### config.mk
export PLATFORM = sky130hd
export DESIGN_NAME = empca_top
export DESIGN_NICKNAME = d
export VERILOG_FILES = /design/src/hw/empca_pkg.sv /design/src/hw/empca_clkgen.sv /design/src/hw/empca_top.sv
export SDC_FILE = /design/constraint.sdc
export NUM_CORES = 1
export LEC_CHECK = 0
export BUFFER_PORTS_ARGS = -buffer_cell sky130_fd_sc_hd__buf_2
export CAP_MARGIN = 10
export CORE_UTILIZATION = 50
export CTS_BUF_LIST = sky130_fd_sc_hd__clkbuf_2 sky130_fd_sc_hd__clkbuf_4 sky130_fd_sc_hd__clkbuf_8
export DETAILED_ROUTE_END_ITERATION = 8
export PLACE_DENSITY = 0.87
export SYNTH_ARGS = -nofsm -noshare
export SYNTH_HDL_FRONTEND = slang
export SYNTH_SLANG_ARGS = --single-unit
### constraint.sdc
create_clock -name aclk -period 3.8 [get_ports aclk]
set_input_delay 0.76 -clock aclk [delete_from_list [all_inputs] [get_ports aclk]]
set_output_delay 0.76 -clock aclk [all_outputs]
set_load 0.02 [all_outputs]
### src/hw/empca_pkg.sv
// Purpose: shared constants, types and helpers for the narrow port clock and arbitration block
// Assumes: one clock (aclk, 125 MHz) stands in for the cpu clock; registers reached over AXI4-Lite
// Notes: strobes are active low; strap decode and register map are kept here
// Overview of operation
// - latch port input clock source from two strap pins at reset: ext, cpu/4, cpu/6.
// - without a strap choice the external clock pin is the port input clock.
// - divided output clock is port input clock over a programmable 1, 2 or 4.
// - full output clock runs at the port input clock frequency, undivided.
// - synchronous interface: shared strobe is an address strobe when read_enable_select is 0.
// - synchronous interface: shared strobe is a read enable when read_enable_select is 1.
// - first strobe pin: async read enable, sdram column strobe, sync address strobe/read enable.
// - second strobe pin: async output enable, sdram row strobe, sync output enable.
// - third strobe pin is the write enable for every memory type.
// - a dedicated output enable serves chip space three for a glueless fifo.
// - the device answers a hold request with the hold acknowledge output.
// - the device drives a bus request output while it needs the port bus.
package empca_pkg;

   // register byte offsets
   localparam logic [7:0] ADDR_CTRL = 8'h00;
   localparam logic [7:0] ADDR_ACCESS = 8'h04;
   localparam logic [7:0] ADDR_STATUS = 8'h08;

   // axi answers
   localparam logic [1:0] RESP_OKAY = 2'h0;
   localparam logic [1:0] RESP_SLVERR = 2'h2;

   // cpu clock halves: a level toggles every N cycles, period 2N
   localparam logic [1:0] HALF_DIV4 = 2'h2;
   localparam logic [1:0] HALF_DIV6 = 2'h3;

   // cycles after reset release before the strap pins are trusted
   localparam logic [2:0] STRAP_SETTLE_CYC = 3'h4;

   // chip space served by the fifo output enable
   localparam logic [1:0] FIFO_SPACE = 2'h3;

   typedef enum logic [1:0] {
      SRC_EXT = 2'b00,
      SRC_DIV4 = 2'b01,
      SRC_DIV6 = 2'b10
   } empca_src_e;

   typedef enum logic [1:0] {
      DIV_BY1 = 2'b00,
      DIV_BY2 = 2'b01,
      DIV_BY4 = 2'b10
   } empca_div_e;

   typedef enum logic [1:0] {
      MEM_ASYNC = 2'b00,
      MEM_SDRAM = 2'b01,
      MEM_SYNC = 2'b10
   } empca_mem_e;

   typedef enum logic [2:0] {
      ST_IDLE = 3'b000,
      ST_PH1 = 3'b001,
      ST_PH2 = 3'b010,
      ST_REL = 3'b011,
      ST_HOLD = 3'b100
   } empca_state_e;

   // control register fields, high bits first down to bit 0
   typedef struct packed {
      logic [1:0] space;      // [6:5] chip space of the access
      logic [1:0] div;        // [4:3] divided clock factor code
      logic re_sel;           // [2] read_enable_select
      logic [1:0] mem;        // [1:0] memory type
   } empca_ctrl_s;

   localparam empca_ctrl_s CTRL_RST = 7'h00;

   // the four strobe pins, all active low
   typedef struct packed {
      logic rd_cas_n;
      logic oe_ras_n;
      logic we_n;
      logic fifo_oe_n;
   } empca_strobe_s;

   localparam empca_strobe_s STROBE_IDLE = 4'hf;

   // strap pattern to clock source; unlisted patterns keep the pin clock
   function automatic empca_src_e strap_decode(input logic [1:0] strap);
      empca_src_e r;
      r = SRC_EXT;
      if (strap == 2'h1) begin
         r = SRC_DIV4;
      end else if (strap == 2'h2) begin
         r = SRC_DIV6;
      end
      return r;
   endfunction

endpackage

### src/hw/empca_clkgen.sv
// Purpose: port input clock selection and the two output clocks
// Assumes: ext pin is slower than a quarter of aclk; source is set once after reset
// Notes: port clock is carried as a level plus a one-cycle rise pulse on aclk;
//    a new divide factor is taken only at a port clock rise, so a switch never leaves a runt level
`timescale 1ns/1ps
`default_nettype none
module empca_clkgen
   import empca_pkg::*;
(
   input wire logic aclk,
   input wire logic aresetn,
   input wire logic port_ext_clk_in,
   input wire empca_src_e src,
   input wire logic [1:0] div_code,
   output logic pclk_rise,
   output logic port_clk_out_full,
   output logic port_clk_out_div
);

   typedef struct packed {
      logic [2:0] sync;
      logic ext_f;
      logic [1:0] cnt;
      logic lvl;
      logic rise;
      logic [1:0] dcnt;
      logic [1:0] code;
      logic full;
      logic div;
   } empca_ck_s;

   empca_ck_s s, next_s;

   // source pick, divide and output shaping
   always_comb begin
      next_s = s;
      next_s.sync = {s.sync[1:0], port_ext_clk_in};
      if (s.sync[1] == s.sync[2]) begin
         next_s.ext_f = s.sync[2];
      end
      case (src)
         SRC_DIV4: begin
            if (s.cnt == HALF_DIV4 - 2'h1) begin
               next_s.cnt = 2'h0;
               next_s.lvl = ~s.lvl;
            end else begin
               next_s.cnt = s.cnt + 2'h1;
            end
         end
         SRC_DIV6: begin
            if (s.cnt == HALF_DIV6 - 2'h1) begin
               next_s.cnt = 2'h0;
               next_s.lvl = ~s.lvl;
            end else begin
               next_s.cnt = s.cnt + 2'h1;
            end
         end
         default: begin
            next_s.cnt = 2'h0;
            next_s.lvl = s.ext_f;
         end
      endcase
      next_s.rise = next_s.lvl & ~s.lvl;
      // factor sampled with the rise: every output edge then falls on a rise or a level change
      if (next_s.rise) begin
         next_s.dcnt = s.dcnt + 2'h1;
         next_s.code = div_code;
      end
      next_s.full = next_s.lvl;
      // dcnt bits toggle on port clock rises, giving /2 and /4 cleanly
      case (next_s.code)
         DIV_BY2: next_s.div = next_s.dcnt[0];
         DIV_BY4: next_s.div = next_s.dcnt[1];
         default: next_s.div = next_s.lvl;
      endcase
   end

   always_ff @(posedge aclk) begin
      if (!aresetn) begin
         s <= '0;
      end else begin
         s <= next_s;
      end
   end

   assign pclk_rise = s.rise;
   assign port_clk_out_full = s.full;
   assign port_clk_out_div = s.div;

endmodule
`default_nettype wire

### src/hw/empca_top.sv
// Purpose: narrow external memory port clocking, strobe function select and host arbitration
// Assumes: host and strap pins are asynchronous to aclk; one access runs per software go
// Notes: each access has two port clock phases; strobe pins float while the host holds the bus
//
// The implementer's own choices: the AXI4-Lite slave port and the register addresses.
`timescale 1ns/1ps
`default_nettype none
module empca_top
   import empca_pkg::*;
#(
   parameter int ADDR_W = 8
)
(
   input wire logic aclk,
   input wire logic aresetn,
   // axi4-lite slave
   input wire logic [ADDR_W-1:0] s_axi_awaddr,
   input wire logic s_axi_awvalid,
   output logic s_axi_awready,
   input wire logic [31:0] s_axi_wdata,
   input wire logic [3:0] s_axi_wstrb,
   input wire logic s_axi_wvalid,
   output logic s_axi_wready,
   output logic [1:0] s_axi_bresp,
   output logic s_axi_bvalid,
   input wire logic s_axi_bready,
   input wire logic [ADDR_W-1:0] s_axi_araddr,
   input wire logic s_axi_arvalid,
   output logic s_axi_arready,
   output logic [31:0] s_axi_rdata,
   output logic [1:0] s_axi_rresp,
   output logic s_axi_rvalid,
   input wire logic s_axi_rready,
   // clocks and straps
   input wire logic port_ext_clk_in,
   input wire logic [1:0] clk_select_strap_pins,
   output logic port_clk_out_full,
   output logic port_clk_out_div,
   // arbitration
   input wire logic host_hold_req_in,
   output logic host_hold_ack_out,
   output logic port_bus_req_out,
   // strobe pins and their shared enable
   output empca_strobe_s strobe_pins,
   output logic strobe_oe
);

   typedef struct packed {
      empca_state_e st;
      logic aw_got;
      logic w_got;
      logic [ADDR_W-1:0] waddr;
      logic [7:0] wdat;
      logic wlane;
      logic bvalid;
      logic [1:0] bresp;
      logic rvalid;
      logic [31:0] rdata;
      logic [1:0] rresp;
      empca_ctrl_s ctrl;
      logic pend;
      logic pend_wr;
      logic cur_wr;
      logic [2:0] hold_sync;
      logic hold_f;
      logic [2:0][1:0] strap_sync;
      logic [2:0] settle;
      logic strap_done;
      empca_src_e src;
      empca_strobe_s pins;
      logic oe;
      logic ack;
      logic breq;
   } empca_top_s;

   empca_top_s s, next_s;
   logic pclk_rise;
   logic aw_hs;
   logic w_hs;
   logic ar_hs;
   logic have_aw;
   logic have_w;
   logic [ADDR_W-1:0] wa;
   logic [7:0] wd;
   logic wl;

   // true for the three mapped word addresses
   function automatic logic addr_ok(input logic [ADDR_W-1:0] a);
      return (a == ADDR_W'(ADDR_CTRL)) || (a == ADDR_W'(ADDR_ACCESS))
         || (a == ADDR_W'(ADDR_STATUS));
   endfunction

   // read data for a mapped address, zero elsewhere
   function automatic logic [31:0] read_mux(input logic [ADDR_W-1:0] a, input empca_top_s v);
      logic [31:0] r;
      r = 32'h0;
      if (a == ADDR_W'(ADDR_CTRL)) begin
         r = {25'h0, v.ctrl};
      end else if (a == ADDR_W'(ADDR_ACCESS)) begin
         r = {30'h0, v.pend_wr, v.pend};
      end else if (a == ADDR_W'(ADDR_STATUS)) begin
         r = {26'h0, v.strap_done, v.pend, v.breq, v.ack, v.src};
      end
      return r;
   endfunction

   // strobe levels per state, memory type and direction
   function automatic empca_strobe_s strobe_drive(input empca_state_e st, input empca_ctrl_s c,
                                                  input logic wr);
      empca_strobe_s p;
      logic ph1;
      logic ph2;
      logic act;
      p = STROBE_IDLE;
      ph1 = (st == ST_PH1);
      ph2 = (st == ST_PH2);
      act = ph1 | ph2;
      case (c.mem)
         MEM_SDRAM: begin
            p.oe_ras_n = ~ph1;
            p.rd_cas_n = ~ph2;
            p.we_n = ~(ph2 & wr);
         end
         MEM_SYNC: begin
            if (c.re_sel) begin
               p.rd_cas_n = ~(act & ~wr);
            end else begin
               p.rd_cas_n = ~ph1;
            end
            p.oe_ras_n = ~(ph2 & ~wr);
            p.we_n = ~(ph1 & wr);
         end
         default: begin
            // reserved type code behaves as asynchronous memory
            p.rd_cas_n = ~(act & ~wr);
            p.oe_ras_n = ~(act & ~wr);
            p.we_n = ~(act & wr);
         end
      endcase
      p.fifo_oe_n = ~(act & ~wr & (c.space == FIFO_SPACE));
      return p;
   endfunction

   empca_clkgen u_clkgen (
      .aclk(aclk),
      .aresetn(aresetn),
      .port_ext_clk_in(port_ext_clk_in),
      .src(s.src),
      .div_code(s.ctrl.div),
      .pclk_rise(pclk_rise),
      .port_clk_out_full(port_clk_out_full),
      .port_clk_out_div(port_clk_out_div)
   );

   // handshake readies come straight from state
   assign s_axi_awready = ~s.aw_got & ~s.bvalid;
   assign s_axi_wready = ~s.w_got & ~s.bvalid;
   assign s_axi_arready = ~s.rvalid;
   assign aw_hs = s_axi_awvalid & s_axi_awready;
   assign w_hs = s_axi_wvalid & s_axi_wready;
   assign ar_hs = s_axi_arvalid & s_axi_arready;

   // a write may complete in the same cycle its last half arrives
   assign have_aw = s.aw_got | aw_hs;
   assign have_w = s.w_got | w_hs;
   assign wa = aw_hs ? s_axi_awaddr : s.waddr;
   assign wd = w_hs ? s_axi_wdata[7:0] : s.wdat;
   assign wl = w_hs ? s_axi_wstrb[0] : s.wlane;

   // whole next-state computation
   always_comb begin
      next_s = s;

      // host request and straps: three stages, second and third must agree
      next_s.hold_sync = {s.hold_sync[1:0], host_hold_req_in};
      if (s.hold_sync[1] == s.hold_sync[2]) begin
         next_s.hold_f = s.hold_sync[2];
      end
      next_s.strap_sync = {s.strap_sync[1:0], clk_select_strap_pins};

      // strap caught once after release; src stays on the pin clock until then
      if (!s.strap_done) begin
         if (s.settle != STRAP_SETTLE_CYC) begin
            next_s.settle = s.settle + 3'h1;
         end else if (s.strap_sync[1] == s.strap_sync[2]) begin
            next_s.src = strap_decode(s.strap_sync[2]);
            next_s.strap_done = 1'b1;
         end
      end

      // write channel: address and data taken in either order
      if (aw_hs) begin
         next_s.aw_got = 1'b1;
         next_s.waddr = s_axi_awaddr;
      end
      if (w_hs) begin
         next_s.w_got = 1'b1;
         next_s.wdat = s_axi_wdata[7:0];
         next_s.wlane = s_axi_wstrb[0];
      end
      if (s.bvalid && s_axi_bready) begin
         next_s.bvalid = 1'b0;
      end
      if (have_aw && have_w && !s.bvalid) begin
         next_s.aw_got = 1'b0;
         next_s.w_got = 1'b0;
         next_s.bvalid = 1'b1;
         next_s.bresp = addr_ok(wa) ? RESP_OKAY : RESP_SLVERR;
         if (wa == ADDR_W'(ADDR_CTRL) && wl) begin
            next_s.ctrl = wd[6:0];
         end
         // a go while an access is pending is dropped, not queued
         if (wa == ADDR_W'(ADDR_ACCESS) && wl && wd[0] && !s.pend) begin
            next_s.pend = 1'b1;
            next_s.pend_wr = wd[1];
         end
      end

      // read channel: answer registered one edge after the address
      if (s.rvalid && s_axi_rready) begin
         next_s.rvalid = 1'b0;
      end
      if (ar_hs) begin
         next_s.rvalid = 1'b1;
         next_s.rdata = read_mux(s_axi_araddr, s);
         next_s.rresp = addr_ok(s_axi_araddr) ? RESP_OKAY : RESP_SLVERR;
      end

      // access and hold sequencing; phases advance on port clock rises
      unique case (s.st)
         ST_IDLE: begin
            if (s.hold_f) begin
               next_s.st = ST_REL;
            end else if (s.pend && pclk_rise) begin
               next_s.st = ST_PH1;
               next_s.cur_wr = s.pend_wr;
            end
         end
         ST_PH1: begin
            // hold is not honoured mid-access; the access runs out first
            if (pclk_rise) begin
               next_s.st = ST_PH2;
            end
         end
         ST_PH2: begin
            if (pclk_rise) begin
               next_s.st = ST_IDLE;
               next_s.pend = 1'b0;
            end
         end
         ST_REL: begin
            next_s.st = ST_HOLD;
         end
         ST_HOLD: begin
            if (!s.hold_f) begin
               next_s.st = ST_IDLE;
            end
         end
         default: begin
            next_s.st = ST_IDLE;
         end
      endcase

      // pin outputs registered from the next state so they move with it
      next_s.pins = strobe_drive(next_s.st, next_s.ctrl, next_s.cur_wr);
      next_s.oe = ~((next_s.st == ST_REL) | (next_s.st == ST_HOLD));
      next_s.ack = (next_s.st == ST_HOLD);
      next_s.breq = next_s.pend;
   end

   // state register
   always_ff @(posedge aclk) begin
      if (!aresetn) begin
         s <= '{st: ST_IDLE, aw_got: 1'b0, w_got: 1'b0, waddr: '0, wdat: 8'h00,
                wlane: 1'b0, bvalid: 1'b0, bresp: RESP_OKAY, rvalid: 1'b0,
                rdata: 32'h0, rresp: RESP_OKAY, ctrl: CTRL_RST, pend: 1'b0,
                pend_wr: 1'b0, cur_wr: 1'b0, hold_sync: 3'h0, hold_f: 1'b0,
                strap_sync: 6'h00, settle: 3'h0, strap_done: 1'b0, src: SRC_EXT,
                pins: STROBE_IDLE, oe: 1'b1, ack: 1'b0, breq: 1'b0};
      end else begin
         s <= next_s;
      end
   end

   // registered outputs
   assign s_axi_bvalid = s.bvalid;
   assign s_axi_bresp = s.bresp;
   assign s_axi_rvalid = s.rvalid;
   assign s_axi_rdata = s.rdata;
   assign s_axi_rresp = s.rresp;
   assign strobe_pins = s.pins;
   assign strobe_oe = s.oe;
   assign host_hold_ack_out = s.ack;
   assign port_bus_req_out = s.breq;

endmodule
`default_nettype wire

== After elaboration in Yosys (flattened, before gate mapping) ==
Cells that the tools add are included.
Storage, ports and cells
  logic and storage cells: 169
  flip-flop bits (word level): 104
  input port bits: 63
  output and inout bits: 50
Operators by class
  reduce and logical (&&, ||, !) cells: 25
  bitwise gates (word level): 34
  muxes and demuxes: 40
  $add $sub $neg: 3
  equality and inequality tests: 27
Operator list (count)
  $mux 35: 1
  $mux 3: 9
  $mux 7: 3
  $not 1->1: 18
  $eq 8x3->1 const B: 2
  $eq 8x4->1 const B: 2
  $logic_not 8->1: 2
  $pmux 3 s5: 1
  $mux 2: 7
  $and 1x1->1: 12
  $eq 2x2->1 const B: 6
  $eq 3x2->1 const B: 4
  $mux 6: 2
  $pmux 3 s2: 2
  $mux 1: 11
  $eq 2x1->1 const B: 5
  $logic_and 1x1->1: 9
  $mux 9: 1
  $mux 8: 1
  $eq 3x1->1 const B: 2
  $eq 3x3->1 const B: 2
  $reduce_and 2->1: 3
  $add 2x1->2 const B: 2
  $logic_or 1x1->1: 4
  12 further kinds: 18

== Logic depth before layout (Yosys ltp) ==
  depth in word-level cells: 13
  gate-level depth with buffers: 12
  depth with buffers taken out: 10

== By module ==
Synthesis repeated with hierarchy kept, for this count alone.
Second synthesis, totals
  cell total of the unflattened synthesis: 418
  area total of the unflattened synthesis: 3776.1 um2
Modules (own cells, without submodules)
  empca_top: times used 1, cells an instance 350, area an instance 3130.5 um2, sequential area each 1281.2 um2
  empca_clkgen: times used 1, cells an instance 68, area an instance 645.6 um2, sequential area each 260.2 um2

== Least setup slack after synthesis ==
OpenSTA, ideal clock, no wires.
  path kind: in2reg
  start point: input s_axi_awvalid
  end point: register s, in the netlist strobe_pins[3]
  required time: 3667 ps
  cell stages on the path: 11
  data arrival time: 3014 ps
  buffers on the path: 2
  setup time: 133 ps
  slack: 653 ps
  path through: nor3b_1 buf_4 mux2_2 a2111o_1 buf_6 a21oi_1 inv_1 ha_1 inv_1 o221ai_1 o211ai_1
RTL lines
  start, declared: RTL line empca_top.sv:18  | input wire logic s_axi_awvalid,
  end signal, assigned: RTL line empca_top.sv:274  | s <= '{st: ST_IDLE, aw_got: 1'b0, w_got: 1'b0, waddr: '0, wdat: 8'h00,
  end signal, assigned: RTL line empca_top.sv:281  | s <= next_s;
  end, declared: RTL line empca_top.sv:76  | empca_top_s s, next_s;

==> impl_summary.md <==
STA
Measured against its own limit, the worst slew margin works out to 34.0%. The clock arrives with 7.86 ps of skew. The number of max-slew violations in the final report is 0. Setup violations remaining at the end of the flow were counted as 0. The setup TNS is 0 ps. Setup repair after global routing left no endpoint under its margin. After layout, the worst path uses between 80% and 90% of the clock period. The minimum clock period is ~3400 ps.

The final-report hold violation count is 0. The maximum clock frequency is 298 MHz. The pin slew with the least headroom to its limit is between 900 and 1000 ps.

Place
The HPWL after detailed placement is roughly 5100 um. The number of placed instances with taps included is 526. The count of buffers added on input and output ports is between 50 and 60. The global placer's final weighted congestion is 0.796.

Global route
The global-route congestion overflow total is 0. The number of antenna violations at the first check in global routing is 0. The first global-routing pass estimated ~11000 um of wire.

For this run, the total global-route usage over all layers was measured as between 15 and 20%. Entering global routing, the biggest net connects 32 pins. The number of global-route vias before repair was 2620.

Synthesis
The post-synthesis async set-or-reset flop share is 0%. By area the synthesized netlist is led by sky130_fd_sc_hd__dfxtp_1 (43%), sky130_fd_sc_hd__buf_4 (8.8%), sky130_fd_sc_hd__nor2_1 (6.8%), sky130_fd_sc_hd__mux2i_1 (5.6%), sky130_fd_sc_hd__a21oi_1 (3.2%). The synthesized netlist occupies a cell area of between 3000 and 4000 sq um. After synthesis, the largest area contributor takes up 43.2% of total cell area. Synthesis inferred 77 register bits. The synthesized design contains 0 enable-type register cells. The count of warnings emitted by yosys is 0. Synthesis handed over a netlist of 397 instances. Among all flip-flop cells after synthesis, the most frequent one is sky130_fd_sc_hd__dfxtp_1. The mean cell area of the mapped netlist is 9.00 sq um.

The unique cell type count in the Yosys netlist is 53. The largest area contributor in the synthesized netlist is sky130_fd_sc_hd__dfxtp_1. Summing the sequential cell areas from Yosys gives 43.2% of the chip area.

Drt
The routed via count divided by cell count is 5.09. The detail route stage leaves a number of antenna-violating nets equal to 0. In the final routed layout, each cell accounts on average for ~13 um. The first routing iteration left 91 violations. The total iterations of the first detailed-routing run is 4. The final routed wirelength across all metal layers is 7020 um. The number of remaining DRC errors is 0. Across all layers, the routed design uses ~2800 vias.

Cells and area
The net count of the finished layout is just over 500. The share of post-route cells with drive strength above 1 is 20.9%. The count of cells in the finished layout, fillers not included, comes to 542. The repair_antennas step left the layout with diodes totalling 0. Fill cells in the final layout number 597.

Compared with the post-synthesis result, the final layout area differs by 11.0%.

Critical path
The path type of the worst setup path is in -> reg. For the worst setup path, the data required time is around 4000 ps. The arrival time at the worst endpoint is 3560 ps.

The worst setup path is launched from an input pin. Traced cell by cell, the critical path runs through buf_2, nor3b_2, buf_4, or4_4, a2111o_1, a21oi_1, inv_1, ha_1, inv_1, nor3b_1, o21ai_0. The sort of element at the end of the critical path is a flop. For this run, the slowest stage of the critical path takes ~590 ps. The most numerous cell on the critical path is sky130_fd_sc_hd__inv_1. The highest-delay cell along the critical path is sky130_fd_sc_hd__a2111o_1. The peak fanout along the critical path is 10.

Clock tree
Clock tree synthesis selected as its root buffer the cell sky130_fd_sc_hd__clkbuf_8. The clock transition at the registers of the reported paths is approximately 70 ps. The largest buffer count on any clock path is 2.

Buffers added to address setup during post-CTS repair amount to 0. The CTS tree is built. The clock latency on the worst-skew pair is 350 ps. The number of gates resized after cts is 0. The number of buffers inserted for hold repair after clock tree synthesis is 0. The number of clock sinks is between 70 and 80.

TritonCTS created 9 clock buffers. The H-tree was split into 3 levels.

Die
The effective utilization at floorplan is between 50 and 60%. In this run the count of I/O pins placed on the die edge is 113. The die is about 87 um wide. The floorplan step defined a die boundary enclosing ~7500 sq um.

The chip height is 86.5 um. The floorplan row count is 30. The core region area is 6830 sq um.

Power
The power per cell area is 450 nW/um^2. The peak supply drop is about 320 uV. In this run the static leakage power is 0.00175 uW.

Outcome
The flow ran to the end, and the final reports show no timing, DRC or antenna violations.

Hold path
The type of the worst min-delay path is reg -> reg.

Job
The tool flagged a number of max-cap violations equal to 0.
[sequential cells by signal, indices dropped and copies added, names as in the netlist, 2 cells and up]
signal / cells
u_clkgen.s: 9
strobe_pins: 4
u_clkgen.next_s: 2
s: 40
s_axi_rdata: 7
next_s: 6
[layout make-up]
cell class	count	area (sq um)	share of cell area [%]
Timing Repair Buffer	60	308	7.76
Inverter	23	86.3	2.18
Clock inverter	4	70.1	1.77
Sequential cell	77	1540	38.9
Tap cell	96	120	3.03
Clock buffer	12	159	4.01
Multi-Input combinational cell	270	1680	42.4
[power breakdown]
part	internal, uW	switching, uW	leakage, uW	total (uW)
combinational	84.8	132	0.000999	216
sequential	843	23.4	0.000627	867
clock	411	292	0.000120	703
[critical path, delay by kind of cell]
kind	cells	cell delay, ps
AO/OA/AOI/OAI	3	1050
adder cells (fa/ha/maj)	1	370
buffers and inverters	4	480
AND/OR/NAND/NOR	3	880
[routing by layer]
metal	vias to the layer above	global-route usage, %	wire length [um]
met5	-	0	0
met4	0	8.18	131
met3	16	5.52	351
met2	86	34.7	3460
met1	1290	22.5	3080
li1	1369	-	-
[Yosys cell counts (2+ instances only)]
cell                       count
sky130_fd_sc_hd__nor3_1        7
sky130_fd_sc_hd__mux2i_1      20
sky130_fd_sc_hd__nor2_1       65
sky130_fd_sc_hd__a21oi_1      23
sky130_fd_sc_hd__nand2b_1      2
sky130_fd_sc_hd__nor2b_1       5
sky130_fd_sc_hd__nand2_1      11
sky130_fd_sc_hd__a21o_1        2
sky130_fd_sc_hd__nand3b_1      3
sky130_fd_sc_hd__and2_1       17
sky130_fd_sc_hd__nor4bb_1      3
sky130_fd_sc_hd__xnor2_1       4
sky130_fd_sc_hd__and2b_2       2
sky130_fd_sc_hd__mux2_2        9
sky130_fd_sc_hd__and3_1        2
sky130_fd_sc_hd__o221ai_1      2
sky130_fd_sc_hd__clkbuf_1      9
sky130_fd_sc_hd__o21a_1        2
sky130_fd_sc_hd__dfxtp_1      77
sky130_fd_sc_hd__xor2_1        2
sky130_fd_sc_hd__a211oi_1      4
sky130_fd_sc_hd__nor4_1        3
sky130_fd_sc_hd__buf_4        42
sky130_fd_sc_hd__nor3b_1       5
sky130_fd_sc_hd__ha_1          8
sky130_fd_sc_hd__inv_1        23
sky130_fd_sc_hd__a22oi_1       6
sky130_fd_sc_hd__o21ai_0      12
sky130_fd_sc_hd__a221oi_1      2
sky130_fd_sc_hd__a31oi_1       2
[cells in the final DEF, fill, tap and decap left out, types with 2 or more instances in the layout]
master                      Yosys  final
sky130_fd_sc_hd__nor3_1         7      7
sky130_fd_sc_hd__mux2i_1       20     20
sky130_fd_sc_hd__o221ai_1       2      2
sky130_fd_sc_hd__and2_1        17     17
sky130_fd_sc_hd__a21oi_1       23     23
sky130_fd_sc_hd__nor4bb_1       3      3
sky130_fd_sc_hd__clkinv_2       0      2
sky130_fd_sc_hd__xor2_1         2      2
sky130_fd_sc_hd__xnor2_1        4      4
sky130_fd_sc_hd__o21a_1         2      2
sky130_fd_sc_hd__conb_1         1     27
sky130_fd_sc_hd__nor4_1         3      3
sky130_fd_sc_hd__nand2b_1       2      2
sky130_fd_sc_hd__o21ai_0       12     12
sky130_fd_sc_hd__nor2_1        65     65
sky130_fd_sc_hd__buf_2          1     57
sky130_fd_sc_hd__dfxtp_1       77     77
sky130_fd_sc_hd__a31oi_1        2      2
sky130_fd_sc_hd__nand2_1       11     11
sky130_fd_sc_hd__buf_4         42      3
sky130_fd_sc_hd__nand3b_1       3      3
sky130_fd_sc_hd__nor3b_1        5      4
sky130_fd_sc_hd__clkbuf_8       0     11
sky130_fd_sc_hd__a221oi_1       2      2
sky130_fd_sc_hd__ha_1           8      8
sky130_fd_sc_hd__a211oi_1       4      4
sky130_fd_sc_hd__inv_1         23     23
sky130_fd_sc_hd__bufinv_16      0      2
sky130_fd_sc_hd__and3_1         2      2
sky130_fd_sc_hd__and2b_2        2      2
sky130_fd_sc_hd__mux2_2         9      9
sky130_fd_sc_hd__a21o_1         2      2
sky130_fd_sc_hd__a22oi_1        6      6
sky130_fd_sc_hd__nor2b_1        5      5
[stage by stage]
stage	area, sq um	hold slack [ps]	total power (uW)	setup WS, ps	util [%]
4_1_cts	3970	443	1790	486	58.1
6_report	3970	442	1790	450	58.1
3_5_place_dp	3740	422	1100	117	54.7
5_1_grt	3970	458	1860	351	58.1
2_1_floorplan	3670	412	1060	653	-
3_3_place_gp	3740	415	1090	250	54.7
[cells by family (layout without fill, tap and decap cells)]
family,count (synthesis),after routing,synth area share [%]
simple gates,133,133,18.9
flops,77,77,43.2
buf+inv,76,99,12.6
compound gates,67,67,12.4
mux,29,29,8.44
fa+ha+maj,8,8,2.80
xor+xnor,6,6,1.47
other cells,1,27,0.105
[path summary, 6_finish.rpt]
path	startpoint	to	slack, ps	cells after the start
worst min-delay path	u_clkgen.next_s[12]	u_clkgen.next_s[13]	440	1
worst max register to register	s[80]	strobe_pins[1]	540	9
worst max-delay path	s_axi_awvalid	strobe_pins[1]	450	11
worst min register to register	u_clkgen.next_s[12]	u_clkgen.next_s[13]	440	1
Note: power is estimated with default switching activity, not from simulation.
